==> config.mk <==
export PLATFORM = sky130hd
export DESIGN_NAME = ifc_flow_ctrl
export DESIGN_NICKNAME = d
export VERILOG_FILES = /design/src/ifc_pkg.sv /design/src/ifc_char_match.sv /design/src/ifc_tx_insert.sv /design/src/ifc_flow_ctrl.sv
export SDC_FILE = /design/constraint.sdc
export NUM_CORES = 1
export LEC_CHECK = 0
export BUFFER_PORTS_ARGS = -buffer_cell sky130_fd_sc_hd__buf_2
export CAP_MARGIN = 20
export CORE_MARGIN = 3
export CORE_UTILIZATION = 45
export CTS_CLUSTER_DIAMETER = 120
export DETAILED_ROUTE_END_ITERATION = 7
export HOLD_SLACK_MARGIN = 0.12
export PLACE_DENSITY = 0.84
export SLEW_MARGIN = 30
export SYNTH_ARGS = -nofsm -noshare
export SYNTH_HDL_FRONTEND = slang
export SYNTH_SLANG_ARGS = --single-unit
==> constraint.sdc <==
create_clock -name clk_sys_in -period 2.1 [get_ports clk_sys_in]
set_input_delay 0.42 -clock clk_sys_in [delete_from_list [all_inputs] [get_ports clk_sys_in]]
set_output_delay 0.42 -clock clk_sys_in [all_outputs]
set_load 0.02 [all_outputs]
==> src/ifc_pkg.sv <==
// package for the in-band flow control block: register map, fields,
// commands, reset values and the state types of every module.
// assumes a single 20 MHz system clock and a 32-bit word-wide register bus.
package ifc_pkg;

  // ----------------------------------------------------------------
  // register word indices, byte address is index times four
  // ----------------------------------------------------------------
  localparam logic [5:0] IDX_MODE = 6'h00;
  localparam logic [5:0] IDX_CMD = 6'h01;
  localparam logic [5:0] IDX_RES_CH = 6'h02;
  localparam logic [5:0] IDX_PAU_CH = 6'h03;
  localparam logic [5:0] IDX_IMR = 6'h04;
  localparam logic [5:0] IDX_ISR = 6'h05;
  localparam logic [5:0] IDX_XSTAT = 6'h06;
  localparam logic [5:0] IDX_BID = 6'h07;

  // ----------------------------------------------------------------
  // field positions
  // ----------------------------------------------------------------
  localparam int unsigned MR0_AUTO_TX = 2;
  localparam int unsigned MR0_AUTO_RX = 3;
  localparam int unsigned MR0_TRANSP = 7;
  localparam int unsigned IMR_FLOW_MASK = 4;
  localparam int unsigned ISR_FLOW = 4;
  localparam int unsigned CMD_LSB = 3;
  localparam int unsigned CMD_MSB = 7;

  // ----------------------------------------------------------------
  // command codes in command field
  // ----------------------------------------------------------------
  localparam logic [4:0] CMD_RESUME_TX = 5'h16;
  localparam logic [4:0] CMD_PAUSE_TX = 5'h15;
  localparam logic [4:0] CMD_SEND_RES = 5'h18;
  localparam logic [4:0] CMD_SEND_PAU = 5'h19;
  localparam logic [4:0] CMD_CANCEL = 5'h1a;
  localparam logic [4:0] CMD_SOFT_RST = 5'h1b;

  // ----------------------------------------------------------------
  // thresholds, reset values, bus codes
  // ----------------------------------------------------------------
  localparam logic [4:0] RX_PAUSE_LVL = 5'h0c;
  localparam logic [4:0] RX_RESUME_LVL = 5'h08;
  localparam logic [7:0] MR0_RESET = 8'h00;
  localparam logic [7:0] IMR_RESET = 8'h00;
  localparam logic [2:0] BID_RESET = 3'h0;
  localparam logic [7:0] CHAR_RESET = 8'h00;
  localparam logic [2:0] HSIZE_WORD = 3'h2;

  // ----------------------------------------------------------------
  // carrier and state types
  // ----------------------------------------------------------------
  typedef struct packed {
    logic pause;
    logic resume;
  } ifc_flow_req_t;

  typedef enum logic [1:0] {
    TX_IDLE = 2'h0,
    TX_SENT = 2'h1
  } ifc_tx_fsm_t;

  typedef struct packed {
    ifc_tx_fsm_t fsm;
    logic load;
    logic pop;
    logic [7:0] data;
    ifc_flow_req_t sent;
  } ifc_tx_st_t;

  typedef struct packed {
    logic [7:0] mr0;
    logic [7:0] interrupt_mask_register;
    logic [2:0] bid;
    logic [7:0] res_ch;
    logic [7:0] pau_ch;
    logic recog_en;
    logic host_halt;
    logic auto_halt;
    logic halt;
    logic pend_res;
    logic pend_pau;
    logic sent_pau;
    logic evt_pend;
    logic evt_res;
    logic evt_pau;
    logic ph_vld;
    logic ph_wr;
    logic [5:0] ph_idx;
    logic [31:0] rdata;
    logic hready;
    logic push;
    logic [7:0] push_data;
    logic irq;
  } ifc_top_st_t;

endpackage

==> src/ifc_char_match.sv <==
// two character comparators: entry 0 resume, entry 1 pause.
// assumes the received character and references are stable in the cycle.
`timescale 1ns/1ps
module ifc_char_match import ifc_pkg::*; (
  input wire logic [7:0] char_in,
  input wire logic [1:0][7:0] ref_in,
  output logic [1:0] hit_out
);

  // ----------------------------------------------------------------
  // comparators
  // ----------------------------------------------------------------
  // one comparator per reference, run in every mode
  for (genvar i = 0; i < 2; i++) begin : g_cmp
    assign hit_out[i] = (char_in == ref_in[i]);
  end

endmodule

==> src/ifc_tx_insert.sv <==
// transmit loader: places flow characters between transmit fifo characters.
// assumes the shifter drops shift_ready_in the cycle after a load.
`timescale 1ns/1ps
module ifc_tx_insert import ifc_pkg::*; (
  input wire logic clk_sys_in,
  input wire logic sys_rst_in,
  input wire logic shift_ready_in,
  input wire logic halt_in,
  input wire logic fifo_valid_in,
  input wire logic [7:0] fifo_data_in,
  input wire ifc_flow_req_t req_in,
  input wire logic [7:0] res_char_in,
  input wire logic [7:0] pau_char_in,
  output logic pop_out,
  output logic load_out,
  output logic [7:0] data_out,
  output ifc_flow_req_t sent_out
);

  ifc_tx_st_t st_q;
  ifc_tx_st_t st_d;

  // ----------------------------------------------------------------
  // loader
  // ----------------------------------------------------------------
  // flow characters outrank fifo data and ignore the halt
  always_comb begin
    st_d = st_q;
    st_d.load = 1'b0;
    st_d.pop = 1'b0;
    st_d.sent = '0;
    unique case (st_q.fsm)
      TX_IDLE: begin
        if (shift_ready_in) begin
          if (req_in.pause) begin
            st_d.data = pau_char_in;
            st_d.load = 1'b1;
            st_d.sent.pause = 1'b1;
            st_d.fsm = TX_SENT;
          end else if (req_in.resume) begin
            st_d.data = res_char_in;
            st_d.load = 1'b1;
            st_d.sent.resume = 1'b1;
            st_d.fsm = TX_SENT;
          end else if (fifo_valid_in && !halt_in) begin
            st_d.data = fifo_data_in;
            st_d.load = 1'b1;
            st_d.pop = 1'b1;
            st_d.fsm = TX_SENT;
          end
        end
      end
      // a loaded character is never recalled, only reset stops it
      TX_SENT: st_d.fsm = TX_IDLE;
    endcase
  end

  always_ff @(posedge clk_sys_in) begin
    if (sys_rst_in) begin
      st_q <= '{fsm: TX_IDLE, data: 8'h00, sent: '0, default: 1'b0};
    end else begin
      st_q <= st_d;
    end
  end

  assign pop_out = st_q.pop;
  assign load_out = st_q.load;
  assign data_out = st_q.data;
  assign sent_out = st_q.sent;

  // ----------------------------------------------------------------
  // checks
  // ----------------------------------------------------------------
  halt_no_pop_a: assert property (@(posedge clk_sys_in) disable iff (sys_rst_in)
    halt_in |=> !pop_out) else $error("fifo popped while halted");

endmodule

==> src/ifc_flow_ctrl.sv <==
// in-band flow control of one uart channel, with its ahb-lite registers.
// assumes receiver, fifos and shifter sit outside and run on clk_sys_in.
//
// The AHB-Lite register port and the placing of the registers were left to the implementer.
`timescale 1ns/1ps
module ifc_flow_ctrl import ifc_pkg::*; (
  input wire logic clk_sys_in,
  input wire logic sys_rst_in,
  input wire logic hsel_in,
  input wire logic [7:0] haddr_in,
  input wire logic [1:0] htrans_in,
  input wire logic hwrite_in,
  input wire logic [2:0] hsize_in,
  input wire logic [31:0] hwdata_in,
  input wire logic hready_in,
  output logic hreadyout_out,
  output logic hresp_out,
  output logic [31:0] hrdata_out,
  input wire logic rx_char_valid_in,
  input wire logic [7:0] rx_char_in,
  input wire logic rx_fifo_room_in,
  input wire logic [4:0] rx_fifo_level_in,
  output logic rx_push_out,
  output logic [7:0] rx_push_data_out,
  input wire logic tx_fifo_valid_in,
  input wire logic [7:0] tx_fifo_data_in,
  input wire logic tx_shift_ready_in,
  output logic tx_fifo_pop_out,
  output logic tx_load_out,
  output logic [7:0] tx_load_data_out,
  output logic tx_halted_out,
  output logic flow_irq_req_out,
  output logic [2:0] flow_irq_bid_out
);

  // ----------------------------------------------------------------
  // declarations
  // ----------------------------------------------------------------
  ifc_top_st_t st_q;
  ifc_top_st_t st_d;
  logic [1:0] match;
  logic hit;
  logic host;
  logic cmd_wr;
  logic [4:0] cmd;
  logic acc;
  logic xst_rd;
  logic want_pau;
  logic want_res;
  ifc_flow_req_t flow_req;
  ifc_flow_req_t tx_sent;

  localparam ifc_top_st_t ST_RESET = '{
    mr0: MR0_RESET,
    interrupt_mask_register: IMR_RESET,
    bid: BID_RESET,
    res_ch: CHAR_RESET,
    pau_ch: CHAR_RESET,
    ph_idx: 6'h00,
    rdata: 32'h0000_0000,
    hready: 1'b1,
    push_data: 8'h00,
    default: 1'b0
  };

  // ----------------------------------------------------------------
  // register read view
  // ----------------------------------------------------------------
  function automatic logic [31:0] rd_word(input ifc_top_st_t s, input logic [5:0] idx);
    logic [31:0] w;
    w = 32'h0000_0000;
    unique case (idx)
      IDX_MODE: w = {24'h00_0000, s.mr0};
      IDX_RES_CH: w = {24'h00_0000, s.res_ch};
      IDX_PAU_CH: w = {24'h00_0000, s.pau_ch};
      IDX_IMR: w = {24'h00_0000, s.interrupt_mask_register};
      IDX_ISR: w = 32'(s.evt_pend) << ISR_FLOW;
      // details plus non-interrupting flow state
      IDX_XSTAT: w = {27'h000_0000, s.pend_res | s.pend_pau, s.halt,
                      s.sent_pau, s.evt_pau, s.evt_res};
      IDX_BID: w = {29'h0000_0000, s.bid};
      default: w = 32'h0000_0000;
    endcase
    return w;
  endfunction

  // ----------------------------------------------------------------
  // decode terms
  // ----------------------------------------------------------------
  // comparators see every character, whatever the mode field holds
  ifc_char_match u_match (
    .char_in(rx_char_in),
    .ref_in({st_q.pau_ch, st_q.res_ch}),
    .hit_out(match)
  );

  // recognition needs fifo room, so an overrun character does nothing
  assign hit = rx_char_valid_in && rx_fifo_room_in && st_q.recog_en && (|match);
  assign host = (st_q.mr0[MR0_AUTO_RX:MR0_AUTO_TX] == 2'h0);
  assign cmd_wr = st_q.ph_vld && st_q.ph_wr && (st_q.ph_idx == IDX_CMD);
  assign cmd = hwdata_in[CMD_MSB:CMD_LSB];
  assign acc = hsel_in && hready_in && htrans_in[1] && (hsize_in == HSIZE_WORD);
  assign xst_rd = acc && !hwrite_in && (haddr_in[7:2] == IDX_XSTAT);

  // fill thresholds; a request vanishing before load is never sent
  assign want_pau = st_q.mr0[MR0_AUTO_RX] && (rx_fifo_level_in > RX_PAUSE_LVL) &&
                    !st_q.sent_pau;
  assign want_res = st_q.mr0[MR0_AUTO_RX] && (rx_fifo_level_in < RX_RESUME_LVL) &&
                    st_q.sent_pau;
  assign flow_req.pause = st_q.pend_pau || want_pau;
  assign flow_req.resume = st_q.pend_res || want_res;

  // ----------------------------------------------------------------
  // next state
  // ----------------------------------------------------------------
  always_comb begin
    st_d = st_q;
    st_d.push = 1'b0;
    st_d.hready = 1'b1;

    // register writes land in the data phase
    if (st_q.ph_vld && st_q.ph_wr) begin
      unique case (st_q.ph_idx)
        IDX_MODE: st_d.mr0 = hwdata_in[7:0];
        IDX_IMR: st_d.interrupt_mask_register = hwdata_in[7:0];
        IDX_BID: st_d.bid = hwdata_in[2:0];
        IDX_RES_CH: begin
          st_d.res_ch = hwdata_in[7:0];
          st_d.recog_en = 1'b1;
        end
        IDX_PAU_CH: begin
          st_d.pau_ch = hwdata_in[7:0];
          st_d.recog_en = 1'b1;
        end
        // commands other than soft reset touch the flow logic only in host mode
        IDX_CMD: if (host) begin
          unique case (cmd)
            CMD_PAUSE_TX: st_d.host_halt = 1'b1;
            CMD_RESUME_TX: st_d.host_halt = 1'b0;
            // setting an already pending request changes nothing
            CMD_SEND_RES: begin
              st_d.pend_res = 1'b1;
              st_d.pend_pau = 1'b0;
            end
            CMD_SEND_PAU: begin
              st_d.pend_pau = 1'b1;
              st_d.pend_res = 1'b0;
            end
            // only pending requests go; a loaded character is untouched
            CMD_CANCEL: begin
              st_d.pend_res = 1'b0;
              st_d.pend_pau = 1'b0;
            end
            default: st_d.host_halt = st_q.host_halt;
          endcase
        end
        default: st_d.mr0 = st_q.mr0;
      endcase
    end

    // address phase of the bus, read data prepared one cycle ahead
    st_d.ph_vld = acc;
    st_d.ph_wr = hwrite_in;
    st_d.ph_idx = haddr_in[7:2];
    st_d.rdata = (acc && !hwrite_in) ? rd_word(st_d, haddr_in[7:2]) : 32'h0000_0000;
    if (xst_rd) begin
      st_d.evt_pend = 1'b0;
      st_d.evt_res = 1'b0;
      st_d.evt_pau = 1'b0;
    end

    // receive path; comes after the clear so a new event wins
    if (rx_char_valid_in && rx_fifo_room_in && !(hit && st_q.mr0[MR0_TRANSP])) begin
      st_d.push = 1'b1;
      st_d.push_data = rx_char_in;
    end
    if (hit) begin
      st_d.evt_pend = 1'b1;
      st_d.evt_res = st_d.evt_res | match[0];
      st_d.evt_pau = st_d.evt_pau | match[1];
    end

    // received characters gate the transmitter in auto transmit mode
    if (st_q.mr0[MR0_AUTO_TX] && hit) begin
      st_d.auto_halt = match[1] ? 1'b1 : 1'b0;
    end
    if (!st_d.mr0[MR0_AUTO_TX]) begin
      st_d.auto_halt = 1'b0;
    end

    // sent characters retire requests and no event is raised for them;
    // a send command landing with the sent pulse stays pending, set wins
    if (tx_sent.pause) begin
      st_d.pend_pau = cmd_wr && host && (cmd == CMD_SEND_PAU);
      st_d.sent_pau = st_q.mr0[MR0_AUTO_RX];
    end
    if (tx_sent.resume) begin
      st_d.pend_res = cmd_wr && host && (cmd == CMD_SEND_RES);
      st_d.sent_pau = 1'b0;
    end
    // leaving auto receive forgets the unanswered pause
    if (!st_d.mr0[MR0_AUTO_RX]) begin
      st_d.sent_pau = 1'b0;
    end

    // software reset: recognition off, flow state back to idle
    if (cmd_wr && cmd == CMD_SOFT_RST) begin
      st_d.mr0 = MR0_RESET;
      st_d.recog_en = 1'b0;
      st_d.host_halt = 1'b0;
      st_d.auto_halt = 1'b0;
      st_d.pend_res = 1'b0;
      st_d.pend_pau = 1'b0;
      st_d.sent_pau = 1'b0;
      st_d.evt_pend = 1'b0;
      st_d.evt_res = 1'b0;
      st_d.evt_pau = 1'b0;
    end

    // host halt survives resume characters and enable changes
    st_d.halt = st_d.host_halt | st_d.auto_halt;
    st_d.irq = st_d.evt_pend && !st_d.interrupt_mask_register[IMR_FLOW_MASK];
  end

  // mode bits and recognition start cleared
  always_ff @(posedge clk_sys_in) begin
    if (sys_rst_in) begin
      st_q <= ST_RESET;
    end else begin
      st_q <= st_d;
    end
  end

  // ----------------------------------------------------------------
  // transmit loader
  // ----------------------------------------------------------------
  ifc_tx_insert u_tx (
    .clk_sys_in(clk_sys_in),
    .sys_rst_in(sys_rst_in),
    .shift_ready_in(tx_shift_ready_in),
    .halt_in(st_q.halt),
    .fifo_valid_in(tx_fifo_valid_in),
    .fifo_data_in(tx_fifo_data_in),
    .req_in(flow_req),
    .res_char_in(st_q.res_ch),
    .pau_char_in(st_q.pau_ch),
    .pop_out(tx_fifo_pop_out),
    .load_out(tx_load_out),
    .data_out(tx_load_data_out),
    .sent_out(tx_sent)
  );

  // ----------------------------------------------------------------
  // outputs
  // ----------------------------------------------------------------
  // every output but hresp_out, tied low, and the three tx outputs driven by u_tx is a flop of the state record
  assign hreadyout_out = st_q.hready;
  assign hresp_out = 1'b0;
  assign hrdata_out = st_q.rdata;
  assign rx_push_out = st_q.push;
  assign rx_push_data_out = st_q.push_data;
  assign tx_halted_out = st_q.halt;
  assign flow_irq_req_out = st_q.irq;
  assign flow_irq_bid_out = st_q.bid;

  // ----------------------------------------------------------------
  // checks
  // ----------------------------------------------------------------
  mode_reset_zero_a: assert property (@(posedge clk_sys_in) disable iff (sys_rst_in)
    $fell(sys_rst_in) |-> st_q.mr0[MR0_AUTO_RX:MR0_AUTO_TX] == 2'h0)
    else $error("flow mode not cleared by reset");

  host_pause_halt_a: assert property (@(posedge clk_sys_in) disable iff (sys_rst_in)
    host && cmd_wr && cmd == CMD_PAUSE_TX |=> tx_halted_out)
    else $error("pause command did not halt");

  host_halt_hold_a: assert property (@(posedge clk_sys_in) disable iff (sys_rst_in)
    st_q.host_halt && !cmd_wr |=> st_q.host_halt)
    else $error("host halt lifted without command");

  cancel_auto_a: assert property (@(posedge clk_sys_in) disable iff (sys_rst_in)
    !host && cmd_wr && cmd == CMD_CANCEL && st_q.pend_res && !tx_sent.resume
    |=> st_q.pend_res)
    else $error("cancel acted in automatic mode");

  transp_withhold_a: assert property (@(posedge clk_sys_in) disable iff (sys_rst_in)
    hit && st_q.mr0[MR0_TRANSP] |=> !rx_push_out)
    else $error("flow character pushed while transparent");

  normal_push_a: assert property (@(posedge clk_sys_in) disable iff (sys_rst_in)
    rx_char_valid_in && rx_fifo_room_in && !hit
    |=> rx_push_out && rx_push_data_out == $past(rx_char_in))
    else $error("ordinary character not pushed");

  irq_masked_a: assert property (@(posedge clk_sys_in) disable iff (sys_rst_in)
    st_q.interrupt_mask_register[IMR_FLOW_MASK] |-> !flow_irq_req_out)
    else $error("masked flow event raised request");

  event_cause_a: assert property (@(posedge clk_sys_in) disable iff (sys_rst_in)
    $rose(st_q.evt_pend) |-> $past(hit))
    else $error("flow event without matching character");

  status_clear_a: assert property (@(posedge clk_sys_in) disable iff (sys_rst_in)
    xst_rd && !hit ##1 !hit |-> !st_q.evt_pend && !flow_irq_req_out)
    else $error("event not cleared by status read");

  send_cancel_a: assert property (@(posedge clk_sys_in) disable iff (sys_rst_in)
    host && cmd_wr && cmd == CMD_SEND_RES |=> st_q.pend_res && !st_q.pend_pau)
    else $error("send resume did not replace pending pause");

  cancel_host_a: assert property (@(posedge clk_sys_in) disable iff (sys_rst_in)
    host && cmd_wr && cmd == CMD_CANCEL |=> !st_q.pend_res && !st_q.pend_pau)
    else $error("cancel left a send pending");

  soft_reset_a: assert property (@(posedge clk_sys_in) disable iff (sys_rst_in)
    cmd_wr && cmd == CMD_SOFT_RST |=> !st_q.recog_en && !tx_halted_out && !flow_irq_req_out)
    else $error("soft reset left recognition or halt active");

endmodule

==> results of run 1 <==
## worst register-to-register path: stages (launching register included)
cell and delay, ns:
dfxtp_1 0.31, or4_4 0.55, nor3b_4 0.25, buf_12 0.21
mux2i_4 0.27, o22ai_2 0.09, o31a_1 0.32
## where the power goes
| group | switching [W] | internal (W) |
|---|---|---|
| clock | 0.000598 | 0.000579 |
| sequential | 0.0000134 | 0.00162 |
| combinational | 0.000203 | 0.000109 |
| total | 0.000815 | 0.00231 |
## metal layers
layer / global-route usage (%) / vias to the layer above / routed length, µm
met5: 0 / - / 0
met4: 8.17 / 0 / 269
met3: 6.01 / 28 / 965
met2: 33.4 / 196 / 5330
met1: 25.3 / 1695 / 4320
li1: - / 1695 / -
## state kept, by name (all words and copies together) (netlist names)
register,flops
st_q,49
hrdata_out,8
rx_push_data_out,8
u_tx.data_out,8
flow_irq_bid_out,3
u_tx.sent_out,2
flow_irq_req_out,1
rx_push_out,1
tx_halted_out,1
u_tx.load_out,1
u_tx.pop_out,1
u_tx.st_q,1
## timing repair
item                                    4_1_cts  5_1_grt
resized for setup                            10       19
endpoints found under the setup margin        9       18
pin swaps                                     3        7
hold buffers                                  0        0
setup buffers                                 4        5
## synthesized netlist by cell type, drive strengths merged (7+ instances only)
cell type / count / share of area [%]
xor2: 8 / 1.7
clkbuf: 13 / 1.2
a311oi: 9 / 1.9
nand2: 20 / 1.8
a21oi: 16 / 1.9
dfxtp: 84 / 40
buf: 60 / 10
nand4: 7 / 1.2
mux2i: 43 / 11
xnor2: 8 / 1.7
o31a: 8 / 1.7
nor2b: 18 / 2.7
nor2: 66 / 5.9
o21ai: 15 / 1.8
and2: 7 / 1.1
or3b: 8 / 1.7
o22ai: 11 / 1.7
## worst paths after layout
path | start | to | slack [ns] | depth (start not counted)
min reg2reg | u_tx.sent_out[0] | st_q[54] | 0.44 | 1
max | st_q[47] | hrdata_out[7] | -0.002 | 6
max reg2reg | st_q[47] | hrdata_out[7] | -0.002 | 6
min | tx_fifo_data_in[7] | u_tx.data_out[7] | 0.31 | 3
## kinds of logic (layout without fill, tap and decap cells)
logic type / count (synthesis) / count (layout)
multiplexers: 43 / 43
flip-flops: 84 / 84
other: 2 / 26
AO/OA/AOI/OAI: 75 / 75
buffers and inverters: 76 / 129
XOR/XNOR: 16 / 16
AND/OR/NAND/NOR: 166 / 166
## metrics by stage
stage	worst slack, ns	cells	hold slack, ns	power (W)	cell area [µm²]
floorplan	0.154	486	0.401	0.00191	4260
global placement	0.00237	622	0.421	0.00196	4480
detailed placement	-0.140	622	0.428	0.00197	4480
CTS	-0.0113	642	0.297	0.00312	4760
global route	-0.0532	647	0.329	0.00322	4900
finish	-0.00243	647	0.305	0.00312	4900
## layout make-up
cell class / instances / area, µm² / area share (%)
Inverter: 3 / 11.3 / 0.230
Tap cell: 108 / 135 / 2.76
Clock buffer: 10 / 138 / 2.81
Clock inverter: 6 / 63.8 / 1.30
Timing Repair Buffer: 110 / 653 / 13.3
Sequential cell: 84 / 1680 / 34.3
Multi-Input combinational cell: 326 / 2220 / 45.2
==> metrics.md, run 1 <==
| Metric | Value |
|---|---|
| Outcome | complete, but fails checks |
| Failing checks | negative setup slack |
| Port Buf Inserts | 79 |
| Simple-Gate Fraction of Synth Area | 21.2% |
| Worst Setup End Kind | flip-flop |
| Setup CP Type | reg -> reg |
| Post-Synth XOR/XNOR Area | 3.36% |
| Worst min path class | in -> reg |
| Die Y | 102 µm |
| Global route overflow | 0 |
| CP bufs+invs | 1 |
| Max Cap Viol | 0 |
| Crit Path Max Fanout | 8 |
| Period utilization | 100% |
| Clock latency on the worst-skew pair | 0.36 ns |
| CTS max path bufs | 2 |
| Max rail drop VDD | 0.336 mV |
| Combinational family with the most area after synthesis | simple AND/OR/NAND/NOR gates |
| Sequential fraction of the synthesis area | 40.3% |
| Vias per cell | 5.59 |
| Worst path required time | 2.35 ns |
| Syn-to-layout area delta | 17.5% |
| # diodes | 0 |
| Inserted Clock Buffers | 9 |
| Post-Synth Adder-Cell Area | 0% |
| FILL cells | 763 |
| Final Max Slew Viols | 0 |
| DPL Wire Length | 7810 µm |
| 1st-pass router iterations | 6 |
| WL/cell | 16.8 µm |
| Final setup viols | 1 |
| Cell area power density | 637 nW/µm² |
| Commonest non-fill, non-tap cell in the layout | dfxtp_1 |
| Initial antenna violation count | 0 |
| Worst Path Arrival | 2.35 ns |
| GRT Total Usage | 20.4% |
| Worst-path clk slew | 0.09 ns |
| Netlist Area Pre-Place | 4170 µm² |
| Total Routed Length | 10900 µm |
| Layout Utilization | 55.4% |
| Max frequency | 476 MHz |
| Final Net Count | 609 |
| Ys flop type | dfxtp_1 |
| Die ar. | 10500 µm² |
| DRT antenna net count | 0 |
| Crit-path cells | or4_4, nor3b_4, buf_12, mux2i_4, o22ai_2, o31a_1 |
| Crit path time final | 2.10 ns |
| Compound-Gate Fraction of Synth Area | 12.3% |
| CTS Root Cell | clkbuf_8 |
| Number of synthesized flops with an enable pin | 0 |
| # IOs | 133 |
| Clock skew | 0.0117 ns |
| Core box area | 8850 µm² |
| Setup crit start kind | flip-flop |
| Unrepaired setup endpoints after global routing | true |
| Final hold violation count | 0 |
| Leakage power | 2.14 nW |
| Synth Instances | 462 |
| Slowest cell on the critical path | or4_4 |
| TritonCTS sink count | 84 |
| Post-Syn Area per Cell | 9.03 µm² |
| Number of DRC markers in iteration 0 | 283 |
| Vias post-DR | 3614 |
| Number of global-route vias before repair | 3336 |
| Starting density of the core | 47.1% |
| Yosys warns | 0 |
| Largest net degree at the start of global routing | 33 |
| Slew @ Worst Pin | 0.610 ns |
| Placer congestion estimate | 0.973 |
| Setup ws final | -0.00243 ns |
| Layout cell share with drive strength beyond 1 | 29.3% |
| Drt drc | 0 |
| Yosys cell types | 57 |
| First-pass GRT wire length | 16500 µm |
| Die width | 102 µm |
| Post-synthesis mux area share | 10.7% |
| Most frequent cells in the layout | dfxtp_1 (83), buf_2 (79), nor2_1 (65), mux2i_1 (32), buf_4 (29) |
| CP max stage delay | 0.55 ns |
| CTS tree | yes |
| Crit path max-delay family | simple AND/OR/NAND/NOR gates |
| # rows | 34 |
| Fraction of registers with async set/reset | 0% |
| Setup TNS | -0.00243 ns |
| Slew headroom | 59.3% |
| H-tree levels | 3 |
| Number of synthesized register bits | 84 |
Power figures use the tool's default switching activity.
==> run 2, diff against run 1 <==
- CORE_UTILIZATION: 45 -> 46
- PLACE_DENSITY: 0.84 -> 0.85
==> metrics.md, run 2 (synthesis gave the netlist of run 1 again) <==
| Metric | Value |
|---|---|
| Initial antenna violation count | 0 |
| # IOs | 133 |
| # rows | 34 |
| Setup CP Type | reg -> reg |
| Slew @ Worst Pin | 0.881 ns |
| Unrepaired setup endpoints after global routing | true |
| Layout cell share with drive strength beyond 1 | 27.7% |
| Slew headroom | 41.0% |
| Seq pwr share | 54.8% |
| Worst min path class | in -> reg |
| Crit path time final | 2.12 ns |
| Die width | 101 µm |
| WL/cell | 16.7 µm |
| CTS max path bufs | 2 |
| Vias post-DR | 3536 |
| Max Cap Viol | 0 |
| Global route overflow | 0 |
| Number of global-route vias before repair | 3369 |
| Clock skew | 0.00855 ns |
| Worst path required time | 2.34 ns |
| Max rail drop VDD | 0.358 mV |
| CTS Root Cell | clkbuf_8 |
| Leakage power | 2.08 nW |
| Max reg flops | 49 |
| Top reg by flops | st_q |
| Placed insts | 624 |
| Syn-to-layout area delta | 14.2% |
| Core box area | 8760 µm² |
| Worst Path Arrival | 2.36 ns |
| Starting density of the core | 47.6% |
| Logic pwr share | 10.3% |
| DPL Wire Length | 7950 µm |
| Placed Instance Area | 4500 µm² |
| Crit Path Max Fanout | 8 |
| Post-route cell area | 4760 µm² |
| Final Non-Filler Cells | 639 |
| Min Hold Slack | 0.303 ns |
| Hold buffers post-CTS | 0 |
| Final hold violation count | 0 |
| Dpl ws | -0.0662 ns |
| FILL cells | 778 |
| Setup crit start kind | flip-flop |
| Worst reg2reg setup slack | -0.02 ns |
| H-tree levels | 3 |
| Port Buf Inserts | 79 |
| Worst-path clk slew | 0.08 ns |
| Die Y | 101 µm |
| Worst Setup End Kind | flip-flop |
| Drt drc | 0 |
| Setup ws final | -0.0198 ns |
| Die ar. | 10200 µm² |
| TritonCTS sink count | 84 |
| Number of DRC markers in iteration 0 | 252 |
| Largest net degree at the start of global routing | 31 |
| Clock latency on the worst-skew pair | 0.36 ns |
| Vias per cell | 5.53 |
| Failing checks | negative setup slack |
| Commonest non-fill, non-tap cell in the layout | dfxtp_1 |
| # diodes | 0 |
| Sw Ratio | 25.8% |
| GRT Total Usage | 20.8% |
| Layout Utilization | 54.3% |
| CTS tree | yes |
| DRT antenna net count | 0 |
| Outcome | complete, but fails checks |
| Pint | 0.00221 W |
| NetSw | 0.000770 W |
| Period utilization | 101% |
| Final Max Slew Viols | 0 |
| Final Net Count | 602 |
| First-pass GRT wire length | 16600 µm |
| Inserted Clock Buffers | 9 |
| Total Routed Length | 10700 µm |
| Most frequent cells in the layout | dfxtp_1 (83), buf_2 (79), nor2_1 (65), mux2i_1 (35), conb_1 (26) |
| 1st-pass router iterations | 5 |
| Placer congestion estimate | 0.885 |
| Post-CTS setup buffer count | 0 |
| Clock power frac | 34.9% |
| Max frequency | 472 MHz |
| Cell area power density | 626 nW/µm² |
| Final setup viols | 2 |
-- run 2: cell count changes in the layout (fill, tap and decap cells not counted), sizes merged --
cell	change
buf	-7
clkbuf	+3
clkinvlp	-2
bufinv	-1
clkinv	-1
-- run 2: what timing repair did --
| item | CTS | global route |
|---|---|---|
| pin swaps | 0 | 4 |
| gates resized for setup | 3 | 18 |
| setup endpoints to repair | 3 | 19 |
-- run 2: worst paths after layout --
path,from,endpoint,cells past startpoint
max,st_q[44],hrdata_out[4],6
min reg2reg,u_tx.sent_out[0],st_q[54],1
max reg2reg,st_q[44],hrdata_out[4],6
min,haddr_in[6],st_q[47],2
-- run 2: metal layers --
layer	up-vias	GRT usage (%)	routed length [µm]
met4	0	7.16	167
li1	1679	-	-
met5	-	0	0
met1	1663	26.5	4330
met2	173	33.9	5230
met3	21	5.92	939
-- run 2: cell type report --
cell class,count,area [µm²],share of cell area (%)
sequential,84,1680,35.3
tap,108,135,2.84
clock inverter,2,10.0,0.210
inverter,3,11.3,0.236
clock buffer,13,159,3.34
timing repair buffer,103,592,12.4
multi-input combinational,326,2170,45.6
-- run 2: worst max-delay path, cell delays in order, from the launching register on --
cell and delay (ns):
dfxtp_1 0.32, or4_4 0.54, nor3b_2 0.21, buf_6 0.22, mux2i_4 0.28, o32ai_2 0.09
o31a_1 0.33
-- run 2: metrics by stage --
stage          total power, W  setup TNS (ns)
2_1_floorplan         0.00191               0
6_report              0.00298         -0.0215
4_1_cts               0.00299               0
3_3_place_gp          0.00196               0
5_1_grt               0.00309          -0.279
3_5_place_dp          0.00197          -0.382
-- run 2: power by group through the flow --
stage	clock, W	sequential, W	combinational, W
finish	0.00104	0.00163	0.000309
global route	0.00112	0.00164	0.000335
CTS	0.00105	0.00163	0.000301
detailed placement	0	0.00167	0.000300
global placement	0	0.00167	0.000291
floorplan	0	0.00167	0.000234
